`src/design/period_timer_consts.vh`:
```
`ifndef PERIOD_TIMER_CONSTS_VH
`define PERIOD_TIMER_CONSTS_VH
// register byte addresses (word aligned)
`define ADDR_TIMER_COUNT    5'h00
`define ADDR_PERIOD_VALUE   5'h04
`define ADDR_TIMER_CONTROL  5'h08
`define ADDR_IRQ_STATUS     5'h0c
`define ADDR_IRQ_CLEAR      5'h10
`define ADDR_IRQ_ENABLE     5'h14
// byte address width
`define ADDR_W              5
// reset values
`define RST_TIMER_COUNT     8'h00
`define RST_PERIOD_VALUE    8'hff
`define RST_TIMER_CONTROL   7'h00
// control field positions
`define CTL_PRE_LSB         0
`define CTL_PRE_MSB         1
`define CTL_RUN_BIT         2
`define CTL_POST_LSB        3
`define CTL_POST_MSB        6
// instruction clock is the system clock divided by four
`define INSTR_DIV           2'h3
// prescale terminal counts
`define PRE_TC_1            4'h0
`define PRE_TC_4            4'h3
`define PRE_TC_16           4'hf
// interrupt layout shared by status, clear and enable: match event at bit 0
`define IRQ_STAT_BIT        0
`endif

```
`src/design/period_timer_8bit.v`:
```
// Contract
// - input clock is system clock divided by four
// - prescale select gives 1, 4 or 16
// - prescaler pulse increments count while running
// - count compared with period, match when equal
// - count returns to zero after match
// - each match advances postscaler
// - postscale ratio is field plus one
// - postscaler output sets period match flag
// - reset loads count zero, period all ones
// - count and period fully read and writable
// - run bit two starts and stops timer
// - count or control write clears both scalers
// - control write leaves count unchanged
//
// The register addresses and the Avalon-MM interface to the registers were decided locally.
`timescale 1ns/1ps
`include "period_timer_consts.vh"

module period_timer_8bit (
    // clock and reset
    input  wire                 sys_clk,
    input  wire                 resetn,
    // avalon-mm slave
    input  wire [`ADDR_W-1:0]   avs_address,
    input  wire                 avs_read,
    input  wire                 avs_write,
    input  wire [31:0]          avs_writedata,
    output reg  [31:0]          avs_readdata,
    output wire                 avs_waitrequest,
    // interrupt and flag
    output wire                 irq,
    output wire                 period_match_flag
);

    // architectural registers and their next values
    reg  [7:0]  timer_count_r;
    reg  [7:0]  timer_count_nxt;
    reg  [7:0]  period_value_r;
    reg  [7:0]  period_value_nxt;
    // bit 7 of control is absent and reads zero
    reg  [6:0]  timer_control_r;
    reg  [6:0]  timer_control_nxt;

    // divider and scaler counters
    reg  [1:0]  instr_div_r;
    reg  [1:0]  instr_div_nxt;
    reg  [3:0]  pre_cnt_r;
    reg  [3:0]  pre_cnt_nxt;
    reg  [3:0]  post_cnt_r;
    reg  [3:0]  post_cnt_nxt;

    // interrupt state
    reg         flag_r;
    reg         flag_nxt;
    reg         irq_en_r;
    reg         irq_en_nxt;

    // bus handshake and read path
    reg         ack_r;
    reg         ack_nxt;
    reg  [31:0] read_word_nxt;

    // decoded control fields
    reg  [3:0]  pre_tc;
    wire [1:0]  pre_code;
    wire [3:0]  post_sel;
    wire        running;

    // bus strobes
    wire        req;
    wire        acc;
    wire        commit;
    wire        wr_count;
    wire        wr_period;
    wire        wr_ctrl;
    wire        wr_clear;
    wire        wr_enable;

    // timing strobes
    wire        instr_tick;
    wire        pre_pulse;
    wire        match;
    wire        post_pulse;
    wire        scaler_clr;
    wire [7:0]  bit_equal;
    genvar      gi;

    // one wait state per access; the answer comes on the second edge
    // a request held past the answer is taken as a new one
    assign req             = avs_read | avs_write;
    assign acc             = req & ~ack_r;
    assign commit          = req & ack_r;
    assign avs_waitrequest = acc;

    // writes commit only at the edge where waitrequest is low
    // upper data bits are ignored on every register
    assign wr_count  = avs_write & commit & (avs_address == `ADDR_TIMER_COUNT);
    assign wr_period = avs_write & commit & (avs_address == `ADDR_PERIOD_VALUE);
    assign wr_ctrl   = avs_write & commit & (avs_address == `ADDR_TIMER_CONTROL);
    assign wr_clear  = avs_write & commit & (avs_address == `ADDR_IRQ_CLEAR);
    assign wr_enable = avs_write & commit & (avs_address == `ADDR_IRQ_ENABLE);

    // control fields
    assign running  = timer_control_r[`CTL_RUN_BIT];
    assign pre_code = timer_control_r[`CTL_PRE_MSB:`CTL_PRE_LSB];
    assign post_sel = timer_control_r[`CTL_POST_MSB:`CTL_POST_LSB];

    // count or control writes restart both scalers from zero
    assign scaler_clr = wr_count | wr_ctrl;

    // acknowledge follows an unanswered request by one cycle
    always @* begin
        ack_nxt = acc;
    end

    // acknowledge flop
    // waitrequest depends on this flop and the live request
    always @(posedge sys_clk or negedge resetn) begin
        if (!resetn) begin
            ack_r <= 1'b0;
        end else begin
            ack_r <= ack_nxt;
        end
    end

    // read word chosen in the wait cycle; unmapped and clear read zero
    // captured early so the data stand at the answering edge
    always @* begin
        read_word_nxt = avs_readdata;
        if (acc && avs_read) begin
            case (avs_address)
                `ADDR_TIMER_COUNT:   read_word_nxt = {24'h0, timer_count_r};
                `ADDR_PERIOD_VALUE:  read_word_nxt = {24'h0, period_value_r};
                `ADDR_TIMER_CONTROL: read_word_nxt = {25'h0, timer_control_r};
                `ADDR_IRQ_STATUS:    read_word_nxt = {31'h0, flag_r};
                `ADDR_IRQ_ENABLE:    read_word_nxt = {31'h0, irq_en_r};
                default:             read_word_nxt = 32'h0000_0000;
            endcase
        end
    end

    // read data flop
    // holds until the next read
    always @(posedge sys_clk or negedge resetn) begin
        if (!resetn) begin
            avs_readdata <= 32'h0000_0000;
        end else begin
            avs_readdata <= read_word_nxt;
        end
    end

    // instruction clock: free running, never restarted by bus writes,
    // so the first prescaler pulse after a write lands 1 to 4 cycles late
    always @* begin
        instr_div_nxt = instr_div_r + 2'h1;
    end
    assign instr_tick = (instr_div_r == `INSTR_DIV);

    // instruction divider flop
    // phase is shared by all prescale settings
    always @(posedge sys_clk or negedge resetn) begin
        if (!resetn) begin
            instr_div_r <= 2'h0;
        end else begin
            instr_div_r <= instr_div_nxt;
        end
    end

    // prescale terminal count; upper select bit alone picks divide by 16
    always @* begin
        pre_tc = `PRE_TC_1;
        case (pre_code)
            2'h0:    pre_tc = `PRE_TC_1;
            2'h1:    pre_tc = `PRE_TC_4;
            default: pre_tc = `PRE_TC_16;
        endcase
    end

    // prescaler next value; >= copes with a select change above the limit
    // only count and control writes and reset clear it; a stop, being a control write, clears it too
    always @* begin
        pre_cnt_nxt = pre_cnt_r;
        if (scaler_clr) begin
            pre_cnt_nxt = 4'h0;
        end else if (running && instr_tick) begin
            if (pre_cnt_r >= pre_tc) begin
                pre_cnt_nxt = 4'h0;
            end else begin
                pre_cnt_nxt = pre_cnt_r + 4'h1;
            end
        end
    end

    // prescaler output: one pulse per 1, 4 or 16 instruction ticks
    // stopping the timer freezes the count in place and clears the prescaler
    assign pre_pulse = running & instr_tick & ~scaler_clr & (pre_cnt_r >= pre_tc);

    // prescaler flop
    always @(posedge sys_clk or negedge resetn) begin
        if (!resetn) begin
            pre_cnt_r <= 4'h0;
        end else begin
            pre_cnt_r <= pre_cnt_nxt;
        end
    end

    // bitwise comparator, one equality cell per count bit
    // equality is checked every cycle, the action waits for a pulse
    generate
        for (gi = 0; gi < 8; gi = gi + 1) begin : g_cmp
            assign bit_equal[gi] = ~(timer_count_r[gi] ^ period_value_r[gi]);
        end
    endgenerate
    assign match = &bit_equal;

    // count next value; a bus write beats a simultaneous increment
    // the wrap happens on the pulse after equality appeared
    always @* begin
        timer_count_nxt = timer_count_r;
        if (wr_count) begin
            timer_count_nxt = avs_writedata[7:0];
        end else if (pre_pulse) begin
            if (match) begin
                timer_count_nxt = 8'h00;
            end else begin
                timer_count_nxt = timer_count_r + 8'h01;
            end
        end
    end

    // period next value
    always @* begin
        period_value_nxt = period_value_r;
        if (wr_period) begin
            period_value_nxt = avs_writedata[7:0];
        end
    end

    // control next value; selects may change mid count, scalers restart
    always @* begin
        timer_control_nxt = timer_control_r;
        if (wr_ctrl) begin
            timer_control_nxt = avs_writedata[6:0];
        end
    end

    // count flop; control writes never reach it
    always @(posedge sys_clk or negedge resetn) begin
        if (!resetn) begin
            timer_count_r <= `RST_TIMER_COUNT;
        end else begin
            timer_count_r <= timer_count_nxt;
        end
    end

    // period flop
    always @(posedge sys_clk or negedge resetn) begin
        if (!resetn) begin
            period_value_r <= `RST_PERIOD_VALUE;
        end else begin
            period_value_r <= period_value_nxt;
        end
    end

    // control flop
    always @(posedge sys_clk or negedge resetn) begin
        if (!resetn) begin
            timer_control_r <= `RST_TIMER_CONTROL;
        end else begin
            timer_control_r <= timer_control_nxt;
        end
    end

    // postscaler counts matches at the wrap to zero, not at first equality
    // a period of zero matches on every prescaler pulse
    always @* begin
        post_cnt_nxt = post_cnt_r;
        if (scaler_clr) begin
            post_cnt_nxt = 4'h0;
        end else if (pre_pulse && match) begin
            if (post_cnt_r >= post_sel) begin
                post_cnt_nxt = 4'h0;
            end else begin
                post_cnt_nxt = post_cnt_r + 4'h1;
            end
        end
    end

    // postscaler output every field-plus-one matches
    assign post_pulse = pre_pulse & match & (post_cnt_r >= post_sel);

    // postscaler flop
    always @(posedge sys_clk or negedge resetn) begin
        if (!resetn) begin
            post_cnt_r <= 4'h0;
        end else begin
            post_cnt_r <= post_cnt_nxt;
        end
    end

    // sticky flag; a set in the same cycle as a clear wins
    // software clears it by writing one to the clear register
    always @* begin
        flag_nxt = flag_r;
        if (post_pulse) begin
            flag_nxt = 1'b1;
        end else if (wr_clear && avs_writedata[`IRQ_STAT_BIT]) begin
            flag_nxt = 1'b0;
        end
    end

    // enable mask, same layout as status
    // masking never stops the flag from setting
    always @* begin
        irq_en_nxt = irq_en_r;
        if (wr_enable) begin
            irq_en_nxt = avs_writedata[`IRQ_STAT_BIT];
        end
    end

    // flag flop
    always @(posedge sys_clk or negedge resetn) begin
        if (!resetn) begin
            flag_r <= 1'b0;
        end else begin
            flag_r <= flag_nxt;
        end
    end

    // enable flop
    always @(posedge sys_clk or negedge resetn) begin
        if (!resetn) begin
            irq_en_r <= 1'b0;
        end else begin
            irq_en_r <= irq_en_nxt;
        end
    end

    // level interrupt while an enabled status bit is set
    // the flag output shows the raw status, unmasked
    assign period_match_flag = flag_r;
    assign irq               = flag_r & irq_en_r;

endmodule // period_timer_8bit

```
`config.mk`:
```
export PLATFORM = sky130hd
export DESIGN_NAME = period_timer_8bit
export DESIGN_NICKNAME = d
export VERILOG_FILES = /design/src/design/period_timer_8bit.v
export VERILOG_INCLUDE_DIRS = /design/src /design/src/design
export SDC_FILE = /design/constraint.sdc
export NUM_CORES = 1
export LEC_CHECK = 0
export ABC_AREA = 1
export BUFFER_PORTS_ARGS = -buffer_cell sky130_fd_sc_hd__buf_2
export CORE_ASPECT_RATIO = 1.25
export CORE_MARGIN = 10
export CORE_UTILIZATION = 45
export DETAILED_ROUTE_END_ITERATION = 16
export PLACE_DENSITY_LB_ADDON = 0.2
export SYNTH_ARGS = -nofsm -noshare
export SYNTH_HDL_FRONTEND = slang
export SYNTH_SLANG_ARGS = --single-unit
export TNS_END_PERCENT = 20
```
`constraint.sdc`:
```
create_clock -name sys_clk -period 1.56 [get_ports sys_clk]
set_clock_uncertainty 0.15 [all_clocks]
set_input_delay 0.156 -clock sys_clk [delete_from_list [all_inputs] [get_ports sys_clk]]
set_output_delay 0.156 -clock sys_clk [all_outputs]
set_load 0.01 [all_outputs]
```
==> results of run 1 <==
[through the flow]
| step | hold slack, ns | util (%) | cell area (um^2) | setup TNS [ns] | total power, W |
|---|---|---|---|---|---|
| after floorplan | -0.2896 | - | 2924 | -1.026 | 0.002171 |
| after global placement | 0.004962 | 54.02 | 3331 | -5.513 | 0.002600 |
| after detailed placement | 0.004578 | 54.02 | 3331 | -6.476 | 0.002633 |
| after CTS | 0.06835 | 58.71 | 3620 | -3.680 | 0.003510 |
| after global routing | 0.08553 | 59.03 | 3640 | -5.263 | 0.003761 |
| final | 0.08209 | 59.03 | 3640 | -3.192 | 0.003498 |
[how the worst min path moves through the flow]
stage	from	endpoint	slack, ns	cells after the start
after floorplan	resetn	ack_r$_DFF_PN0_	-0.29	0
after global placement	resetn	avs_readdata[5]$_DFFE_PN0P_	0.005	2
after detailed placement	resetn	avs_readdata[5]$_DFFE_PN0P_	0.005	2
after CTS	avs_address[4]	period_value_r[0]$_DFFE_PN1P_	0.07	4
after global routing	avs_address[4]	period_value_r[0]$_DFFE_PN1P_	0.09	4
final	avs_address[4]	period_value_r[0]$_DFFE_PN1P_	0.08	4
[state kept, by name, summed over array words and instances (netlist names), 2 cells and up]
register         count
avs_readdata         8
instr_div_r          2
period_value_r       8
post_cnt_r           4
pre_cnt_r            4
timer_control_r      7
timer_count_r        8
[worst reg2reg max path: cells and delay by family, from the launching register on]
family | cells | cell delay [ns]
buffers and inverters | 3 | 0.25
AND/OR/NAND/NOR | 6 | 0.68
adder cells (fa/ha/maj) | 1 | 0.27
flip-flops | 1 | 0.40
[power breakdown]
part / internal (W) / leakage, nW / total [W] / switching (W)
registers: 0.00134 / 0.549 / 0.00148 / 0.000140
logic: 0.000582 / 1.37 / 0.00122 / 0.000641
clock network: 0.000395 / 0.0503 / 0.000795 / 0.000400
total: 0.00232 / 1.97 / 0.00350 / 0.00118
[routing by layer]
layer	part of all wire (%)	global-route usage [%]
met1	42	15.92
met2	51	25.92
met3	5.0	3.714
met4	2.4	6.278
met5	0	0
[kinds of logic after synthesis]
group | Yosys count | share of synthesized area [%]
compound gates | 43 | 7.730
fa+ha+maj | 12 | 5.300
buf+inv | 80 | 14.80
mux | 1 | 0.3975
other cells | 1 | 0.1324
simple gates | 185 | 29.95
flops | 44 | 39.22
xor+xnor | 8 | 2.474
[layout by cell type (no fill, tap or decap)]
cell	count
nand2_1	89
buf_4	49
inv_1	42
nand3_1	39
dfrtp_1	36
nor2_1	29
buf_2	27
o21ai_0	25
conb_1	24
a21oi_1	13
ha_1	12
dlygate4sd3_1	11
nand4_1	9
dfstp_2	8
clkbuf_8	7
xor2_1	6
inv_2	5
nor2_4	4
nand3_2	4
nand2_2	3
buf_12	3
nor2_2	2
nand4_4	2
nand3_4	2
xnor2_1	2
o21ai_1	2
nand4_2	1
a21oi_2	1
o21bai_1	1
clkinv_1	1
a31oi_1	1
nand2_4	1
mux2_2	1
clkinv_2	1
buf_6	1
[area by class of cell]
class	instances	area, um^2
clock buffer	7	96.34
multi-input combinational	273	1456
sequential	44	1111
fill	586	2526
tap	85	106.4
timing repair buffer	91	684.4
inverter	49	185.2
[repair_timing]
item,CTS,global route
endpoints found under the hold margin,65,0
buffers inserted,3,0
pin swaps,10,5
setup endpoints to repair,19,25
gates resized for setup,11,7
hold buffers,11,0
cloned,0,0
==> flow_metrics.env, run 1 <==
export IMPL_dieArea_um2=9888
export IMPL_synth_largest_area_cell="dfrtp_1"
export IMPL_core_um2=6166
export IMPL_cts_root_buf="clkbuf_8"
export IMPL_max_freq_mhz=555.6
export IMPL_cts_clk_slew_worst_paths_ns=0.08
export IMPL_drive_gt1_share_pct=26.29
export IMPL_postLayoutSetupSlackWorst_ns=-0.2399
export IMPL_gp_congestion=0.8614
export IMPL_antenna_found_initial=0
export IMPL_hold_path_class="in -> reg"
export IMPL_path_common_cell="nand3_1"
export IMPL_final_cells=549
export IMPL_clkLatencyLatePin_ns=0.31
export IMPL_cp_end_kind="flop"
export IMPL_yosys_top_cells_count="91 x nand2_1, 44 x inv_1, 44 x nand3_1"
export IMPL_fin_crit_sh_pct=115.4
export IMPL_synth_area_per_cell_um2=7.574
export IMPL_synth_seq_cells=44
export IMPL_vias=2612
export IMPL_portBuffers=27
export IMPL_fin_crit_ns=1.800
export IMPL_powerDensity_nw_per_um2=961.1
export IMPL_worstPathCellList="nor2_2 > inv_1 > ha_1 > nand4_1 > nand3_4 > inv_2 > nor2_4 > buf_6 > nand3_1 > nand3_1"
export IMPL_routed_wl_um=7025
export IMPL_drv_cap=0
export IMPL_cp_top_family="simple AND/OR/NAND/NOR gates"
export IMPL_netlist_area_um2=2833
export IMPL_ir_drop_mv=0.5081
export IMPL_crit_path_end="timer_count_r[2]$_DFFE_PN0P_"
export IMPL_dp_cells=528
export IMPL_r2r_start="timer_control_r[0]$_DFFE_PN0P_"
export IMPL_route_detailed_drc=0
export IMPL_n_antenna_cell=0
export IMPL_htree_levels=2
export IMPL_synth_cells=374
export IMPL_cts_sinks=44
export IMPL_violations="setup timing"
export IMPL_grt_setup_unrepaired="yes"
export IMPL_grt_pass1_vias=2547
export IMPL_clock_path_buffers=2
export IMPL_netlist_area_leader_share_pct=31.80
export IMPL_postSynth_asyncResetShare_pct=100.0
export IMPL_hpwlAfterDp_um=5318
export IMPL_ant_nets=0
export IMPL_rrSetupSlack_ns=-0.24
export IMPL_worst_setup_path_type="reg -> reg"
export IMPL_area_growth_pct=28.49
export IMPL_cp_slowest_cell="dfrtp_1"
export IMPL_critPathLaunchType="flop"
export IMPL_ys_seq_area_share_pct=39.22
export IMPL_drt_iter0_markers=172
export IMPL_hold_violations=0
export IMPL_reg2regPathDepth=10
export IMPL_post_drt_via_cell_ratio=4.758
export IMPL_ys_types=30
export IMPL_die_w_um=90.97
export IMPL_synth_most_common_cell="nand2_1"
export IMPL_grtUsageTotal_pct=14.47
export IMPL_grt_pass1_wl_um=11790
export IMPL_grt_overflow_total=0
export IMPL_yosys_warnings=0
export IMPL_crit_cells=10
export IMPL_cp_max_fo=6
export IMPL_cp_slowest_stage_delay_ns=0.40
export IMPL_synth_main_ff_cell="dfrtp_1"
export IMPL_dr_pass1_iters=4
export IMPL_p_leak_nw=1.970
export IMPL_worstPathRequired_ns=1.65
export IMPL_wl_per_cell_um=12.80
export IMPL_synth_edf_count=0
export IMPL_slew_violations=0
export IMPL_path_buf_inv=3
export IMPL_synth_area_leaders="dfrtp_1 32%, nand2_1 12%, nand3_1 7.8%"
export IMPL_fin_nets=517
export IMPL_grt_max_degree=45
export IMPL_crit_arrival_ns=1.89
export IMPL_pin_count=76
export IMPL_timing_rr_end="timer_count_r[2]$_DFFE_PN0P_"
export IMPL_pre_cts_slack_ns=-0.4699
export IMPL_outcome="complete, but fails checks"
export IMPL_cts_tree="done"
export IMPL_initial_core_util_pct=45.94
export IMPL_finalSetupViolations=16
export IMPL_cts_buffers=5
export IMPL_rows=32
export IMPL_crit_path_start="timer_control_r[0]$_DFFE_PN0P_"
export IMPL_die_y_um=108.7
(Power assumes the default switching activity.)
==> inputs of run 2 (changes only) <==
==> constraint.sdc (replaced) <==
create_clock -name sys_clk -period 1.56 [get_ports sys_clk]
set_clock_uncertainty 0.15 [all_clocks]
set_input_delay 0.078 -clock sys_clk [delete_from_list [all_inputs] [get_ports sys_clk]]
set_output_delay 0.078 -clock sys_clk [all_outputs]
set_load 0.01 [all_outputs]
==> run 2 against run 1 <==
  * The flow still finishes with violations (setup timing)
  * Count of clock-buffer cells in the layout unchanged
  * Global-route usage is 0.091 points lower
  * Via count shrank 0.54%
  * Flip-flop and latch count is the same
  * Largest cell class unchanged
  * Clock power is 21% higher
  * Sequential share of layout area is 0.42 points lower
  * Sequential power hardly changed
  * Largest power group unchanged
==> flow_metrics.env, run 2 (same netlist as run 1, synthesis figures left out) <==
export IMPL_drt_iter0_markers=156
export IMPL_routed_wl_um=7179
export IMPL_cts_clk_slew_worst_paths_ns=0.09
export IMPL_crit_arrival_ns=1.95
export IMPL_fin_crit_sh_pct=119.2
export IMPL_htree_levels=2
export IMPL_cts_sinks=44
export IMPL_critPathLaunchType="flop"
export IMPL_drive_gt1_share_pct=26.82
export IMPL_postLayoutSetupSlackWorst_ns=-0.2994
export IMPL_dr_pass1_iters=4
export IMPL_core_um2=6166
export IMPL_cts_buffers=5
export IMPL_outcome="complete, but fails checks"
export IMPL_place_area_um2=3326
export IMPL_layout_commonest_cell="nand2_1"
export IMPL_violations="setup timing"
export IMPL_cts_root_buf="clkbuf_8"
export IMPL_die_y_um=108.7
export IMPL_area_growth_pct=30.30
export IMPL_clock_path_buffers=2
export IMPL_gp_congestion=0.8395
export IMPL_wl_per_cell_um=13.03
export IMPL_worstHoldEndpoint="period_value_r[1]$_DFFE_PN1P_"
export IMPL_rrSetupSlack_ns=-0.30
export IMPL_grt_setup_unrepaired="yes"
export IMPL_vias=2598
export IMPL_max_freq_mhz=537.8
export IMPL_grt_pass1_wl_um=11890
export IMPL_worst_setup_path_type="reg -> reg"
export IMPL_hold_start="avs_address[4]"
export IMPL_final_seq_area_um2=1111
export IMPL_grt_max_degree=45
export IMPL_die_w_um=90.97
export IMPL_fin_crit_ns=1.859
export IMPL_worstPathRequired_ns=1.65
export IMPL_portBuffers=27
export IMPL_utilization_pct=59.86
export IMPL_antenna_found_initial=0
export IMPL_powerDensity_nw_per_um2=1010
export IMPL_dieArea_um2=9888
export IMPL_cp_end_kind="flop"
export IMPL_pin_count=76
export IMPL_ant_nets=0
export IMPL_fin_nets=518
export IMPL_reg2regPathDepth=10
export IMPL_cp_max_fo=6
export IMPL_cts_tree="done"
export IMPL_multi_input_area_um2=1469
export IMPL_top_regs="avs_readdata: 8 flops, period_value_r: 8 flops, timer_count_r: 8 flops"
export IMPL_drv_cap=0
export IMPL_p_leak_nw=1.986
export IMPL_timing_rr_end="timer_count_r[4]$_DFFE_PN0P_"
export IMPL_finalSetupViolations=17
export IMPL_hold_path_class="in -> reg"
export IMPL_hold_depth=4
export IMPL_slew_violations=0
export IMPL_grt_overflow_total=0
export IMPL_ir_drop_mv=0.6395
export IMPL_hold_violations=0
export IMPL_finalInstanceArea_um2=3691
export IMPL_n_antenna_cell=0
export IMPL_clkLatencyLatePin_ns=0.30
export IMPL_route_detailed_drc=0
export IMPL_rows=32
export IMPL_grt_pass1_vias=2582
export IMPL_grtUsageTotal_pct=14.38
export IMPL_initial_core_util_pct=45.94
export IMPL_r2r_start="timer_control_r[0]$_DFFE_PN0P_"
export IMPL_post_drt_via_cell_ratio=4.715
export IMPL_hpwlAfterDp_um=5263
export IMPL_nFillCells=575
export IMPL_final_cell_mix="88 x nand2_1, 51 x buf_4, 41 x inv_1, 41 x nand3_1, 36 x dfrtp_1"
run 2: changes by cell type in the layout (fill, tap and decap cells not counted), sizes merged:
| cell | delta |
|---|---|
| clkbuf | +1 |
| bufinv | +1 |
run 2: worst max-delay path, stage by stage (launching register included):
cell and delay (ns):
dfrtp_1 0.41, nor2_4 0.14, inv_2 0.06, ha_4 0.25
nand4_1 0.11, nand3_4 0.15, inv_2 0.05, nor2_4 0.15
clkbuf_16 0.18, nand3_1 0.08, nand3_1 0.07
run 2: layer usage:
metal  up-vias  share of wire, %  GRT usage [%]
li1       1336                 -              -
met1      1188                43          16.20
met2        58                50          25.41
met3        16               5.0          4.195
met4         0               2.5          5.157
met5         -                 0              0
run 2: how the worst max path moves through the flow:
stage | startpoint | end | slack (ns) | cells past startpoint
finish | timer_control_r[0]$_DFFE_PN0P_ | timer_count_r[4]$_DFFE_PN0P_ | -0.30 | 10
global route | timer_control_r[0]$_DFFE_PN0P_ | post_cnt_r[1]$_DFFE_PN0P_ | -0.39 | 10
CTS | timer_control_r[1]$_DFFE_PN0P_ | timer_count_r[0]$_DFFE_PN0P_ | -0.26 | 10
detailed placement | timer_control_r[0]$_DFFE_PN0P_ | post_cnt_r[1]$_DFFE_PN0P_ | -0.51 | 12
global placement | timer_control_r[0]$_DFFE_PN0P_ | post_cnt_r[0]$_DFFE_PN0P_ | -0.42 | 12
floorplan | timer_control_r[0]$_DFFE_PN0P_ | timer_count_r[6]$_DFFE_PN0P_ | -0.09 | 10
run 2: area by class of cell:
type / count / share of cell area (%)
Clock buffer: 7 / 2.610
Clock inverter: 1 / 0.8136
Inverter: 49 / 5.017
Multi-Input combinational cell: 273 / 39.80
Sequential cell: 44 / 30.10
Tap cell: 85 / 2.881
Timing Repair Buffer: 92 / 18.78
run 2: per-stage QoR:
step | total power, W | setup slack, ns | setup TNS [ns] | hold slack [ns] | cells
floorplan | 0.002171 | -0.09495 | -1.026 | -0.3676 | 397
global placement | 0.002594 | -0.4214 | -5.646 | -0.07312 | 529
detailed placement | 0.002628 | -0.5055 | -6.897 | -0.07210 | 529
CTS | 0.003672 | -0.2550 | -3.741 | 0.06721 | 549
global route | 0.004007 | -0.3943 | -5.902 | 0.07007 | 551
finish | 0.003730 | -0.2994 | -4.163 | 0.07395 | 551
run 2: timing repair:
action | 4_1_cts | 5_1_grt
pin swaps | 5 | 9
buffers inserted | 1 | 1
endpoints found under the setup margin | 19 | 19
hold buffers | 11 | 0
hold endpoints to repair | 69 | 0
resized for setup | 7 | 12
cloned | 0 | 1
run 2: power by group:
part,internal (W),switching [W],leakage (nW)
combinational,0.000611,0.000670,1.37
clock,0.000566,0.000400,0.0645
sequential,0.00134,0.000143,0.549
